===== config.mk =====
export PLATFORM = sky130hd
export DESIGN_NAME = sfi_exec_unit
export DESIGN_NICKNAME = d
export VERILOG_FILES = /design/src/rtl/sfi_pkg.sv /design/src/rtl/sfi_exec_unit.sv /design/src/rtl/sfi_pair_buf.sv
export SDC_FILE = /design/constraint.sdc
export NUM_CORES = 1
export LEC_CHECK = 0
export ABC_CLOCK_PERIOD_IN_PS = 8700
export CELL_PAD_IN_SITES_DETAIL_PLACEMENT = 1
export CELL_PAD_IN_SITES_GLOBAL_PLACEMENT = 2
export CORE_UTILIZATION = 35
export CTS_CLUSTER_DIAMETER = 200
export DETAILED_ROUTE_END_ITERATION = 6
export DONT_BUFFER_PORTS = 1
export PLACE_DENSITY = 0.75
export SYNTH_ARGS = -nofsm -noshare
export SYNTH_HDL_FRONTEND = slang
export SYNTH_SLANG_ARGS = --single-unit

===== constraint.sdc =====
create_clock -name mclk -period 8.7 [get_ports mclk]
set_input_delay 1.74 -clock mclk [delete_from_list [all_inputs] [get_ports mclk]]
set_output_delay 1.74 -clock mclk [all_outputs]
set_load 0.1 [all_outputs]

===== src/rtl/sfi_pkg.sv =====
package sfi_pkg;
    // ==========================================================
    // Widths
    localparam int          WORD_W    = 32;
    localparam int          INSTR_W   = 16;
    localparam logic [5:0]  FULL_CNT  = 6'h20;
    localparam logic [31:0] ALL_ONES  = 32'hFFFFFFFF;
    localparam logic [31:0] ZERO_WORD = 32'h00000000;
    localparam logic [5:0]  ZERO_CNT  = 6'h00;

    // ==========================================================
    // Instruction fields
    localparam int OPC_HI      = 15;
    localparam int OPC_LO      = 13;
    localparam int SEL_HI      = 7;
    localparam int SEL_LO      = 5;
    localparam int CNT_HI      = 4;
    localparam int CNT_LO      = 0;
    localparam int PP_PULL_BIT = 7;
    localparam int PP_IF_BIT   = 6;
    localparam int PP_BLK_BIT  = 5;

    // ==========================================================
    // Opcodes
    localparam logic [2:0] OPC_IN   = 3'h2;
    localparam logic [2:0] OPC_OUT  = 3'h3;
    localparam logic [2:0] OPC_PUSH_PULL = 3'h4;

    // ==========================================================
    // Input-shift sources
    localparam logic [2:0] SRC_PINS = 3'h0;
    localparam logic [2:0] SRC_X    = 3'h1;
    localparam logic [2:0] SRC_Y    = 3'h2;
    localparam logic [2:0] SRC_NULL = 3'h3;
    localparam logic [2:0] SRC_ISR  = 3'h6;
    localparam logic [2:0] SRC_OSR  = 3'h7;

    // ==========================================================
    // Output-shift destinations
    localparam logic [2:0] DST_PINS    = 3'h0;
    localparam logic [2:0] DST_X       = 3'h1;
    localparam logic [2:0] DST_Y       = 3'h2;
    localparam logic [2:0] DST_NULL    = 3'h3;
    localparam logic [2:0] DST_PIN_DIRECTIONS = 3'h4;
    localparam logic [2:0] DST_PC      = 3'h5;
    localparam logic [2:0] DST_ISR     = 3'h6;
    localparam logic [2:0] DST_EXEC    = 3'h7;
    localparam int         DST_NUM     = 8;

    // ==========================================================
    // Receive buffer
    localparam int BUF_DEPTH = 2;
endpackage : sfi_pkg

===== src/rtl/sfi_exec_unit.sv =====
`timescale 1ns/1ps
// Operation
// - Input shift by count, saturate count 32
// - Input source codes, two reserved
// - Count field zero means thirty-two bits
// - Autopush at threshold, still one cycle
// - Autopush stalls when full, clears register
// - Low source bits fill gap unchanged
// - Output shift by count, saturate count 32
// - Output destination codes decoded
// - Written word zero-extended, direction picks bits
// - Autopull refills, clears count, stalls empty
// - Execute destination hands word next cycle
// - Program counter destination jumps unconditionally
// - Push writes word, clears input register
// - Push if-full gated by push threshold
// - Blocking push stalls while buffer full
// - Pull loads one word into output
// - Pull if-empty gated by pull threshold
// - Blocking pull stalls; else copies X
// - Empty non-blocking pull equals move X
// - Move into output register clears count
// - Not-empty compares shifted bits with threshold
module sfi_exec_unit
    import sfi_pkg::*;
(
    // Clock and reset
    input  wire logic                       mclk,
    input  wire logic                       reset,
    // Instruction
    input  wire logic                       instr_valid,
    input  wire logic [sfi_pkg::INSTR_W-1:0] instr,
    output logic                            instr_stall,
    output logic                            instr_done,
    // Configuration
    input  wire logic                       in_shift_direction,
    input  wire logic                       out_shift_direction,
    input  wire logic                       auto_push_en,
    input  wire logic                       auto_pull_en,
    input  wire logic [4:0]                 in_push_threshold,
    input  wire logic [4:0]                 out_pull_threshold,
    // Sources
    input  wire logic [sfi_pkg::WORD_W-1:0] pin_in,
    input  wire logic [sfi_pkg::WORD_W-1:0] scratch_x,
    input  wire logic [sfi_pkg::WORD_W-1:0] scratch_y,
    // Move into output register
    input  wire logic                       osr_load_valid,
    input  wire logic [sfi_pkg::WORD_W-1:0] osr_load_data,
    // Destination writes
    output logic [sfi_pkg::WORD_W-1:0]      out_wr_data,
    output logic [sfi_pkg::DST_NUM-1:0]     out_dest_we,
    // Receive FIFO
    output logic                            rx_valid,
    input  wire logic                       rx_ready,
    output logic [sfi_pkg::WORD_W-1:0]      rx_data,
    // Transmit FIFO
    input  wire logic                       tx_valid,
    output logic                            tx_ready,
    input  wire logic [sfi_pkg::WORD_W-1:0] tx_data,
    // Status
    output logic [sfi_pkg::WORD_W-1:0]      input_shift_reg,
    output logic [sfi_pkg::WORD_W-1:0]      output_shift_reg,
    output logic [5:0]                      in_shift_count,
    output logic [5:0]                      out_shift_count,
    output logic                            out_reg_not_empty_cond
);
    import sfi_pkg::*;

    // ==========================================================
    // Helpers
    function automatic logic [5:0] field_count(input logic [4:0] f);
        return (f == 5'h00) ? FULL_CNT : {1'b0, f};
    endfunction : field_count

    function automatic logic [31:0] low_mask(input logic [5:0] n);
        return (n == FULL_CNT) ? ALL_ONES : ((32'h00000001 << n) - 32'h00000001);
    endfunction : low_mask

    function automatic logic [5:0] sat_add(input logic [5:0] a, input logic [5:0] b);
        logic [6:0] s;
        s = {1'b0, a} + {1'b0, b};
        return (s > {1'b0, FULL_CNT}) ? FULL_CNT : s[5:0];
    endfunction : sat_add

    logic [WORD_W-1:0]  pin_s1;
    logic [WORD_W-1:0]  pin_s2;
    logic [WORD_W-1:0]  pin_s3;
    logic [WORD_W-1:0]  pin_stable;
    logic [WORD_W-1:0]  next_isr;
    logic [WORD_W-1:0]  next_osr;
    logic [5:0]         next_isr_cnt;
    logic [5:0]         next_osr_cnt;
    logic [WORD_W-1:0]  next_wr_data;
    logic [DST_NUM-1:0] next_dest_we;
    logic [WORD_W-1:0]  src_word;
    logic [WORD_W-1:0]  gap_word;
    logic [WORD_W-1:0]  base_word;
    logic [WORD_W-1:0]  value;
    logic [WORD_W-1:0]  push_data;
    logic [5:0]         n;
    logic [5:0]         sum;
    logic [5:0]         base_cnt;
    logic [5:0]         push_thr;
    logic [5:0]         pull_thr;
    logic [2:0]         opc;
    logic [2:0]         sel;
    logic               pull_hit;
    logic               push_valid;
    logic               push_ready;
    logic               exec_retire;

    // ==========================================================
    // Decode
    assign opc      = instr[OPC_HI:OPC_LO];
    assign sel      = instr[SEL_HI:SEL_LO];
    assign n        = field_count(instr[CNT_HI:CNT_LO]);
    assign push_thr = field_count(in_push_threshold);
    assign pull_thr = field_count(out_pull_threshold);
    assign instr_done = instr_valid && !instr_stall;
    assign exec_retire = instr_done && opc == OPC_OUT && sel == DST_EXEC;
    assign out_reg_not_empty_cond = (out_shift_count < pull_thr);

    // ==========================================================
    // Pin input synchroniser
    always_ff @(posedge mclk) begin
        if (reset) begin
            pin_s1     <= ZERO_WORD;
            pin_s2     <= ZERO_WORD;
            pin_s3     <= ZERO_WORD;
            pin_stable <= ZERO_WORD;
        end else begin
            pin_s1     <= pin_in;
            pin_s2     <= pin_s1;
            pin_s3     <= pin_s2;
            pin_stable <= (pin_s2 & pin_s3) | (pin_stable & (pin_s2 | pin_s3));
        end
    end

    // ==========================================================
    // Instruction execution
    always_comb begin
        next_isr     = input_shift_reg;
        next_osr     = output_shift_reg;
        next_isr_cnt = in_shift_count;
        next_osr_cnt = out_shift_count;
        next_wr_data = ZERO_WORD;
        next_dest_we = '0;
        push_valid   = 1'b0;
        push_data    = input_shift_reg;
        tx_ready     = 1'b0;
        instr_stall  = 1'b0;
        src_word     = ZERO_WORD;
        gap_word     = ZERO_WORD;
        base_word    = output_shift_reg;
        base_cnt     = out_shift_count;
        value        = ZERO_WORD;
        sum          = ZERO_CNT;
        pull_hit     = 1'b0;
        if (instr_valid) begin
            case (opc)
                OPC_IN: begin
                    case (sel)
                        SRC_PINS: src_word = pin_stable;
                        SRC_X:    src_word = scratch_x;
                        SRC_Y:    src_word = scratch_y;
                        SRC_ISR:  src_word = input_shift_reg;
                        SRC_OSR:  src_word = output_shift_reg;
                        default:  src_word = ZERO_WORD;
                    endcase
                    if (in_shift_direction) begin
                        gap_word = (input_shift_reg >> n) |
                                   ((src_word & low_mask(n)) << (FULL_CNT - n));
                    end else begin
                        gap_word = (input_shift_reg << n) | (src_word & low_mask(n));
                    end
                    sum = sat_add(in_shift_count, n);
                    if (auto_push_en && sum >= push_thr) begin
                        push_valid = 1'b1;
                        push_data  = gap_word;
                        if (!push_ready) begin
                            instr_stall = 1'b1;
                        end else begin
                            next_isr     = ZERO_WORD;
                            next_isr_cnt = ZERO_CNT;
                        end
                    end else begin
                        next_isr     = gap_word;
                        next_isr_cnt = sum;
                    end
                end
                OPC_OUT: begin
                    pull_hit = auto_pull_en && (out_shift_count >= pull_thr);
                    if (pull_hit) begin
                        base_word = tx_data;
                        base_cnt  = ZERO_CNT;
                    end
                    if (pull_hit && !tx_valid) begin
                        instr_stall = 1'b1;
                    end else begin
                        tx_ready = pull_hit;
                        if (out_shift_direction) begin
                            value    = base_word & low_mask(n);
                            next_osr = base_word >> n;
                        end else begin
                            value    = base_word >> (FULL_CNT - n);
                            next_osr = base_word << n;
                        end
                        next_osr_cnt      = sat_add(base_cnt, n);
                        next_wr_data      = value;
                        next_dest_we[sel] = 1'b1;
                        if (sel == DST_ISR) begin
                            next_isr     = value;
                            next_isr_cnt = n;
                        end
                    end
                end
                OPC_PUSH_PULL: begin
                    if (instr[PP_PULL_BIT]) begin
                        if (instr[PP_IF_BIT] && out_shift_count < pull_thr) begin
                            next_osr = output_shift_reg;
                        end else if (tx_valid) begin
                            tx_ready     = 1'b1;
                            next_osr     = tx_data;
                            next_osr_cnt = ZERO_CNT;
                        end else if (instr[PP_BLK_BIT]) begin
                            instr_stall = 1'b1;
                        end else begin
                            next_osr     = scratch_x;
                            next_osr_cnt = ZERO_CNT;
                        end
                    end else begin
                        if (instr[PP_IF_BIT] && in_shift_count < push_thr) begin
                            next_isr = input_shift_reg;
                        end else begin
                            push_valid = 1'b1;
                            if (instr[PP_BLK_BIT] && !push_ready) begin
                                instr_stall = 1'b1;
                            end else begin
                                next_isr     = ZERO_WORD;
                                next_isr_cnt = ZERO_CNT;
                            end
                        end
                    end
                end
                default: begin
                    next_isr = input_shift_reg;
                end
            endcase
        end
        if (osr_load_valid) begin
            next_osr     = osr_load_data;
            next_osr_cnt = ZERO_CNT;
        end
    end

    // ==========================================================
    // Input shift register
    always_ff @(posedge mclk) begin
        if (reset) begin
            input_shift_reg <= ZERO_WORD;
            in_shift_count  <= ZERO_CNT;
        end else begin
            input_shift_reg <= next_isr;
            in_shift_count  <= next_isr_cnt;
        end
    end

    // ==========================================================
    // Output shift register
    always_ff @(posedge mclk) begin
        if (reset) begin
            output_shift_reg <= ZERO_WORD;
            out_shift_count  <= FULL_CNT;
        end else begin
            output_shift_reg <= next_osr;
            out_shift_count  <= next_osr_cnt;
        end
    end

    // ==========================================================
    // Destination writes
    always_ff @(posedge mclk) begin
        if (reset) begin
            out_wr_data <= ZERO_WORD;
            out_dest_we <= '0;
        end else begin
            out_wr_data <= next_wr_data;
            out_dest_we <= next_dest_we;
        end
    end

    // ==========================================================
    // Receive buffer
    sfi_pair_buf #(
        .WIDTH (WORD_W),
        .DEPTH (BUF_DEPTH)
    ) u_rx_buf (
        .mclk      (mclk),
        .reset     (reset),
        .in_valid  (push_valid),
        .in_ready  (push_ready),
        .in_data   (push_data),
        .out_valid (rx_valid),
        .out_ready (rx_ready),
        .out_data  (rx_data)
    );

    // ==========================================================
    // Checks
    a_in_count_sat: assert property (@(posedge mclk) disable iff (reset)
        (instr_done && opc == OPC_IN && !auto_push_en) |=>
        in_shift_count == ((({1'b0, $past(in_shift_count)} + {1'b0, $past(n)}) > 7'h20) ?
                           FULL_CNT : $past(in_shift_count) + $past(n)))
        else $error("input count not saturated sum");
    a_autopush_clear: assert property (@(posedge mclk) disable iff (reset)
        (instr_done && opc == OPC_IN && push_valid) |=>
        (input_shift_reg == 32'h00000000 && in_shift_count == 6'h00))
        else $error("autopush left register set");
    a_push_stall_full: assert property (@(posedge mclk) disable iff (reset)
        (instr_valid && opc == OPC_PUSH_PULL && !instr[7] && instr[5] && !instr[6]
         && !push_ready) |-> instr_stall)
        else $error("blocking push did not stall");
    a_pull_stall_empty: assert property (@(posedge mclk) disable iff (reset)
        (instr_valid && opc == OPC_PUSH_PULL && instr[7] && instr[5] && !instr[6]
         && !tx_valid) |-> (instr_stall && !tx_ready))
        else $error("blocking pull did not stall");
    a_pull_copy_x: assert property (@(posedge mclk) disable iff (reset)
        (instr_done && opc == OPC_PUSH_PULL && instr[7] && !instr[6] && !tx_valid
         && !osr_load_valid) |=>
        (output_shift_reg == $past(scratch_x) && out_shift_count == 6'h00))
        else $error("empty pull did not copy X");
    a_out_upper_zero: assert property (@(posedge mclk) disable iff (reset)
        (instr_done && opc == OPC_OUT && instr[4:0] != 5'h00) |=>
        ((out_wr_data >> $past(instr[4:0])) == 32'h00000000))
        else $error("written word upper bits not zero");
    a_exec_next_cycle: assert property (@(posedge mclk) disable iff (reset)
        exec_retire |=>
        (out_dest_we == 8'h80) ##1 (out_dest_we[7] == $past(exec_retire)))
        else $error("execute strobe wrong");
    a_full_count_code: assert property (@(posedge mclk) disable iff (reset)
        (instr_done && opc == OPC_OUT && instr[4:0] == 5'h00 && !osr_load_valid
         && !pull_hit) |=> out_shift_count == 6'h20)
        else $error("zero count field not 32");
    a_push_discard: assert property (@(posedge mclk) disable iff (reset)
        (instr_valid && opc == OPC_PUSH_PULL && !instr[7] && !instr[6] && !instr[5])
        |-> !instr_stall ##1 input_shift_reg == 32'h00000000)
        else $error("non-blocking push stalled or kept data");
endmodule : sfi_exec_unit


===== src/rtl/sfi_pair_buf.sv =====
`timescale 1ns/1ps
module sfi_pair_buf #(
    parameter int WIDTH = 32,
    parameter int DEPTH = 2
) (
    // Clock and reset
    input  wire logic             mclk,
    input  wire logic             reset,
    // Fill side
    input  wire logic             in_valid,
    output logic                  in_ready,
    input  wire logic [WIDTH-1:0] in_data,
    // Drain side
    output logic                  out_valid,
    input  wire logic             out_ready,
    output logic      [WIDTH-1:0] out_data
);
    localparam int        PW        = $clog2(DEPTH);
    localparam logic [PW:0] FULL_FILL = (PW + 1)'(DEPTH);

    logic [WIDTH-1:0] mem [DEPTH];
    logic [PW-1:0]    wr_ptr;
    logic [PW-1:0]    rd_ptr;
    logic [PW:0]      fill;
    logic             do_wr;
    logic             do_rd;

    // ==========================================================
    // Handshakes
    assign in_ready  = (fill != FULL_FILL);
    assign out_valid = (fill != '0);
    assign out_data  = mem[rd_ptr];
    assign do_wr     = in_valid && in_ready;
    assign do_rd     = out_valid && out_ready;

    // ==========================================================
    // Storage
    always_ff @(posedge mclk) begin
        if (do_wr) begin
            mem[wr_ptr] <= in_data;
        end
    end

    // ==========================================================
    // Pointers and fill level
    always_ff @(posedge mclk) begin
        if (reset) begin
            wr_ptr <= '0;
            rd_ptr <= '0;
            fill   <= '0;
        end else begin
            if (do_wr) begin
                wr_ptr <= (wr_ptr == PW'(DEPTH - 1)) ? '0 : wr_ptr + 1'b1;
            end
            if (do_rd) begin
                rd_ptr <= (rd_ptr == PW'(DEPTH - 1)) ? '0 : rd_ptr + 1'b1;
            end
            if (do_wr && !do_rd) begin
                fill <= fill + 1'b1;
            end else if (do_rd && !do_wr) begin
                fill <= fill - 1'b1;
            end
        end
    end
endmodule : sfi_pair_buf


; Word-level counts from Yosys, hierarchy flattened
; Memory sizes are Yosys's and may differ from the RTL's. A register that Yosys moved wholly into a read port is not among the register bits.
; Cells that the tools add are included.
[word_totals]
ff_bits = 248
ramBits = 64
output_inout_bits = 153
word_cells = 187
n_memories = 1
[memory_table]
columns = memory, depth, width, rd, rd_ports_with_merged_regs, wr, line_no
row1 = u_rx_buf.mem, 2, 32, 1, 1, 1, sfi_pair_buf.sv:21  ; logic [WIDTH-1:0] mem [DEPTH];
[op_classes]
addsub = 8
order_cmp = 8
eq_ne = 22
n_shift = 7
muxes = 85
bitwise = 10
reduce_logical = 32
[op_table]
columns = cell, count
row1 = $mux W32, 26
row2 = $pmux W32 S5, 1
row3 = $mux W6, 22
row4 = $and A32 B32 Y32, 4
row5 = $or A32 B32 Y32, 4
row6 = $pmux W32 S3, 1
row7 = $shl A32 B6 Y32, 3
row8 = $shr A32 B6 Y32, 3
row9 = $pmux W32 S2, 1
row10 = $shl A1 B6 Y32 const A, 1
row11 = $sub A32 B1 Y32 const B, 1
row12 = $mux W1, 26
row13 = $pmux W6 S3, 1
row14 = $logic_not A5 Y1, 3
row15 = $ne A3 B3 Y1 const B, 5
row16 = $add A6 B6 Y7, 2
row17 = $gt A7 B6 Y1 const B, 2
row18 = $ne A2 B2 Y1 const B, 7
row19 = $ge A6 B6 Y1, 2
row20 = $logic_and A1 B1 Y1, 12
row21 = $lt A6 B6 Y1, 2
row22 = $pmux W6 S2, 1
row23 = $reduce_and A6 Y1, 2
row24 = $eq A3 B2 Y1 const B, 3
row25 = 23 further kinds, 37

; Longest topological paths before layout
[depth]
word_depth = 15
mapped_depth = 31
depth_no_buf = 21

; Modules after synthesis
; Synthesis repeated with hierarchy kept, for this count alone.
[unflattened]
hier_cells = 3529
area_unflattened_um2 = 28164.5
[modules_own_cells]
columns = module, instances, cells_per_inst, area_each_um2, seq_area_each_um2
row1 = sfi_exec_unit, 1, 3405, 25639.6, 4884.7
row2 = sfi_pair_buf, 1, 124, 2524.9, 2021.9

; Least setup slack after synthesis
; Ideal clock, no wire load.
[synth_timing]
path_type = input to output
start = input instr[1] (netlist bit)
end = output instr_stall
arrival_ns = 7.470
required_time_ns = 6.960
slack_ns = -0.510
cell_stages = 26
path_cell_list = buf_4 > buf_4 > buf_2 > buf_2 > buf_2 > buf_2 > buf_2 > buf_2 > xor2_1 > ha_1 > a21oi_1 > maj3_1 > o21ai_0 > nand2b_1 > mux2i_1 > nand2_1 > o31ai_1 > and2_1 > ha_1 > nand3_1 > a21oi_1 > o31ai_1 > nor3b_1 > a32oi_1 > a21boi_0 > nor2_1
[synth_via]
elab_chain_len = 10
[synth_lines]
columns = element, line_no
row1 = from (decl), sfi_exec_unit.sv:32  ; input wire logic [sfi_pkg::INSTR_W-1:0] instr,
row2 = $logic_not A5 Y1, sfi_exec_unit.sv:72  ; return (f == 5'h00) ? FULL_CNT : {1'b0, f};
row3 = $mux W6 *, sfi_exec_unit.sv:72
row4 = $add A6 B6 Y7 *, sfi_exec_unit.sv:81  ; s = {1'b0, a} + {1'b0, b};
row5 = $gt A7 B6 Y1, sfi_exec_unit.sv:82  ; return (s > {1'b0, FULL_CNT}) ? FULL_CNT : s[5:0];
row6 = $mux W6 *, sfi_exec_unit.sv:82
row7 = $ge A6 B6 Y1 *, sfi_exec_unit.sv:177  ; if (auto_push_en && sum >= push_thr) begin
row8 = $logic_and A1 B1 Y1 *, sfi_exec_unit.sv:177
row9 = $mux W1 *, sfi_exec_unit.sv:177
row10 = $pmux W1 S3 *, sfi_exec_unit.sv:160  ; case (opc)
row11 = $mux W1 *, sfi_exec_unit.sv:159  ; if (instr_valid) begin
row12 = to (decl), sfi_exec_unit.sv:33  ; output logic instr_stall,
; Mark *: on every way between the ends. The rest lies on a longest branch, timed or not.

; Final worst setup path
[layout_timing]
start = input instr[0] (netlist bit)
end = output instr_done
[layout_via]
elab_chain_len = 12
[layout_lines]
columns = element, line_no
row1 = $logic_not A5 Y1, sfi_exec_unit.sv:72
row2 = $mux W6 *, sfi_exec_unit.sv:72
row3 = $add A6 B6 Y7 *, sfi_exec_unit.sv:81
row4 = $gt A7 B6 Y1, sfi_exec_unit.sv:82
row5 = $mux W6 *, sfi_exec_unit.sv:82
row6 = $ge A6 B6 Y1 *, sfi_exec_unit.sv:177
row7 = $logic_and A1 B1 Y1 *, sfi_exec_unit.sv:177
row8 = $mux W1 *, sfi_exec_unit.sv:177
row9 = $pmux W1 S3 *, sfi_exec_unit.sv:160
row10 = $mux W1 *, sfi_exec_unit.sv:159
row11 = $logic_not A1 Y1 *, sfi_exec_unit.sv:119  ; assign instr_done = instr_valid && !instr_stall;
row12 = $logic_and A1 B1 Y1 *, sfi_exec_unit.sv:119
row13 = to (decl), sfi_exec_unit.sv:34  ; output logic instr_done,
; Marks and branches as above.

==> results.yml <==
status:
  status: "complete, no violations"
yosys:
  async_flop_share_pct: 0
  synth_most_common_cell: "nand2_1"
  yosysWarnings: 0
  synth_area_leaders: "dfxtp_1, edfxtp_1, mux2i_1"
  synth_common_cells: "nand2_1, nor2_1, dfxtp_1"
  synthesis.nets: 3729
  synth.largest_area_cell: "dfxtp_1"
  netlist_instances: 3502
  synth_edf_count: 64
  synth.top_cell.area_share_pct: 17.8
  seq_area_frac_synth_pct: 24.7
  synth_cell_types: 114
  avgSynthCellArea_um2: 7.99
  synth_flop_cell: "dfxtp_1"
  ys_seq_elements: 313
  synth_area_mm2: 0.0280
sta:
  finalClockSkew_ns: 0.0471
  max_freq_mhz: 129
  worst_pin_slew_ns: 1.31
  fin_crit_sh_pct: 89.3
  hold_viol: 0
  holdWs_ns: 0.438
  rsz0062_at_grt: "false"
  slew_headroom_pct: 12.8
  finalCriticalPeriod_ns: 7.77
  finalSetupViolations: 0
  drv_slew: 0
power_and_ir_drop:
  power_switching_mw: 2.39
  p_clk_share_pct: 31.3
  power_mw: 5.41
  sequentialPowerShare_pct: 29.3
  p_sw_share_pct: 44.1
  p_leak_nw: 10.8
  p_int_mw: 3.03
  power_per_cell_area_mw_per_mm2: 177
  combPwrFrac_pct: 39.4
  irDropWorstVdd_mv: 0.195
cells_and_area:
  fin_nets: 3597
  multi_input_comb_area_mm2: 0.0194
  ff_latch_area_mm2: 0.00695
  area_delta_synth_final_pct: 9.38
  top_register: "u_rx_buf.mem"
  fillers: 9417
  postLayoutCoreUtil_pct: 38.7
  layout-drive-gt1-share_pct: 15.7
  largest_reg_flops: 64
  final_area_mm2: 0.0306
die:
  fp.dieArea_mm2: 0.0810
  die_h_um: 285
  core_mm2: 0.0790
  die_x_um: 285
  rows: 103
  start_util_pct: 35.4
  io_pins: 349
detailed_routing:
  wire_per_inst_um: 43.3
  drt_pre_antenna_iters: 6
  drtIter0Drc: 5120
  wl_um: 194000
  final_antenna_net_count: 0
  remaining_drc_errors: 0
  vias: 32800
  vias_per_cell: 7.35
worst_setup_path:
  timing.rr.end: "output_shift_reg[25]"
  path_class: "in -> out"
  cp_slowest_cell: "a21boi_0"
  crit_family: "compound AO/OA/AOI/OAI gates"
  r2r-start: "out_shift_count[0]"
  ff2ff_setup_slack_ns: 2.69
  r2r_cells: 13
  critical-path-max-stage-delay_ns: 0.45
  critPathLaunchType: "input port"
  arrival_ns: 6.03
  cp.required_ns: 6.96
  crit_buf_inv: 2
  endpoint_kind: "output pin"
  cp_cell_sequence: "and2_1 > ha_1 > a21oi_1 > maj3_1 > o21ai_0 > nand2b_1 > mux2i_1 > nand2_1 > o31ai_1 > and2_1 > ha_1 > nand3_1 > a21oi_1 > o31ai_1 > nor3b_1 > buf_4 > a32oi_1 > a21boi_0 > and2_2 > buf_12"
  crit_fanout: 150
worst_hold_path:
  min_from: "pin_s1[0]"
  holdPathStages: 1
  hp-class: "reg -> reg"
  holdPathEnd: "pin_s2[0]"
placed_design:
  dp_hpwl_um: 145000
  routabilityCongestion: 1.08
  portBuffers: 0
  dpl_cell_area_mm2: 0.0292
grt:
  grt_usage_pct: 45.9
  grt_antenna_before_repair: 27
  grt_pass1_vias: 31000
  grt_max_degree: 196
  gr-total-overflow: 0
  grt_first_pass_wirelength_um: 263000
cts:
  post-cts-setup-buffers: 0
  cts_sinks: 313
  clkLatencyLatePin_ns: 0.59
  post_cts_resized: 0
  cts_root_buffer: "clkbuf_16"
  cts_tree: "done"
  hold_buffers: 0
  cts.clk_slew.worst_paths_ns: 0.06
  ctsHtreeMaxLevel: 2
  clock_path_buffers: 3
  cts_made_buffers: 38
flow_run:
  drv_cap: 0
[stage by stage]
stage | setup WS (ns) | cells | TNS (ns)
floorplan | -0.0632 | 3502 | -0.0632
global placement | 1.10 | 4379 | 0
detailed placement | 1.09 | 4379 | 0
CTS | 1.08 | 4448 | 0
global route | 0.726 | 4462 | 0
finish | 0.933 | 4466 | 0
[layout make-up]
cell class              count  share of cell area [%]
clock buffers              46                    3.27
clock inverters            23                    1.04
multi-input cells        2784                    63.4
flip-flops and latches    313                    22.7
repair buffers            178                    4.45
inverters                  55                   0.683
diodes                     17                   0.139
well taps                1050                    4.30
[placed cells by master (no fill, tap or decap), types with 30 or more instances in the layout]
master / n
inv_1: 48
nor2b_1: 125
a31oi_1: 54
dfxtp_1: 217
o22ai_1: 59
o221ai_1: 34
mux4_2: 72
and3_1: 30
edfxtp_1: 64
nand2_1: 326
clkbuf_16: 38
nand3_1: 126
nor2_1: 289
a211oi_1: 82
mux2_2: 88
buf_4: 175
o211ai_1: 42
o21ai_0: 197
a22oi_1: 54
mux2i_1: 169
a21oi_1: 233
ha_1: 30
dfxtp_2: 32
nor3_1: 82
[worst max path at each step]
stage                  start     endpoint  slack [ns]  cells after the start
floorplan           instr[1]  instr_stall       -0.06                     26
global placement    instr[1]   instr_done        1.10                     20
detailed placement  instr[0]   instr_done        1.09                     20
CTS                 instr[0]   instr_done        1.08                     20
global route        instr[0]   instr_done        0.73                     20
finish              instr[0]   instr_done        0.93                     20
[cell families (layout without fill, tap and decap cells)]
kind of cell | Yosys count | count (layout) | synth area share, %
compound gates | 1198 | 1198 | 30.1
xor+xnor | 20 | 20 | 0.626
fa+ha+maj | 35 | 35 | 1.53
buf+inv | 405 | 302 | 6.55
flops | 313 | 313 | 24.7
mux | 329 | 329 | 15.4
other cells | 1 | 18 | 0.0134
simple gates | 1201 | 1201 | 21.1
[power by group through the flow]
stage	clock network [mW]	registers [mW]	logic (mW)
after floorplan	0	1.72	1.27
after global placement	0	1.61	2.01
after detailed placement	0	1.62	2.02
after CTS	1.71	1.59	2.03
after global routing	1.77	1.59	2.14
final	1.69	1.59	2.13
[layer usage]
metal  global-route usage (%)  vias to the layer above  share of wire (%)  wire length, um
li1                         -                    13200                  -                -
met1                     60.8                    16700                 40            78200
met2                     64.0                     2513                 40            77700
met3                     18.9                      487                 14            26900
met4                     21.4                       14                5.5            10600
met5                        0                        -              0.072              140
No activity file was read; power rests on OpenSTA's default activity.
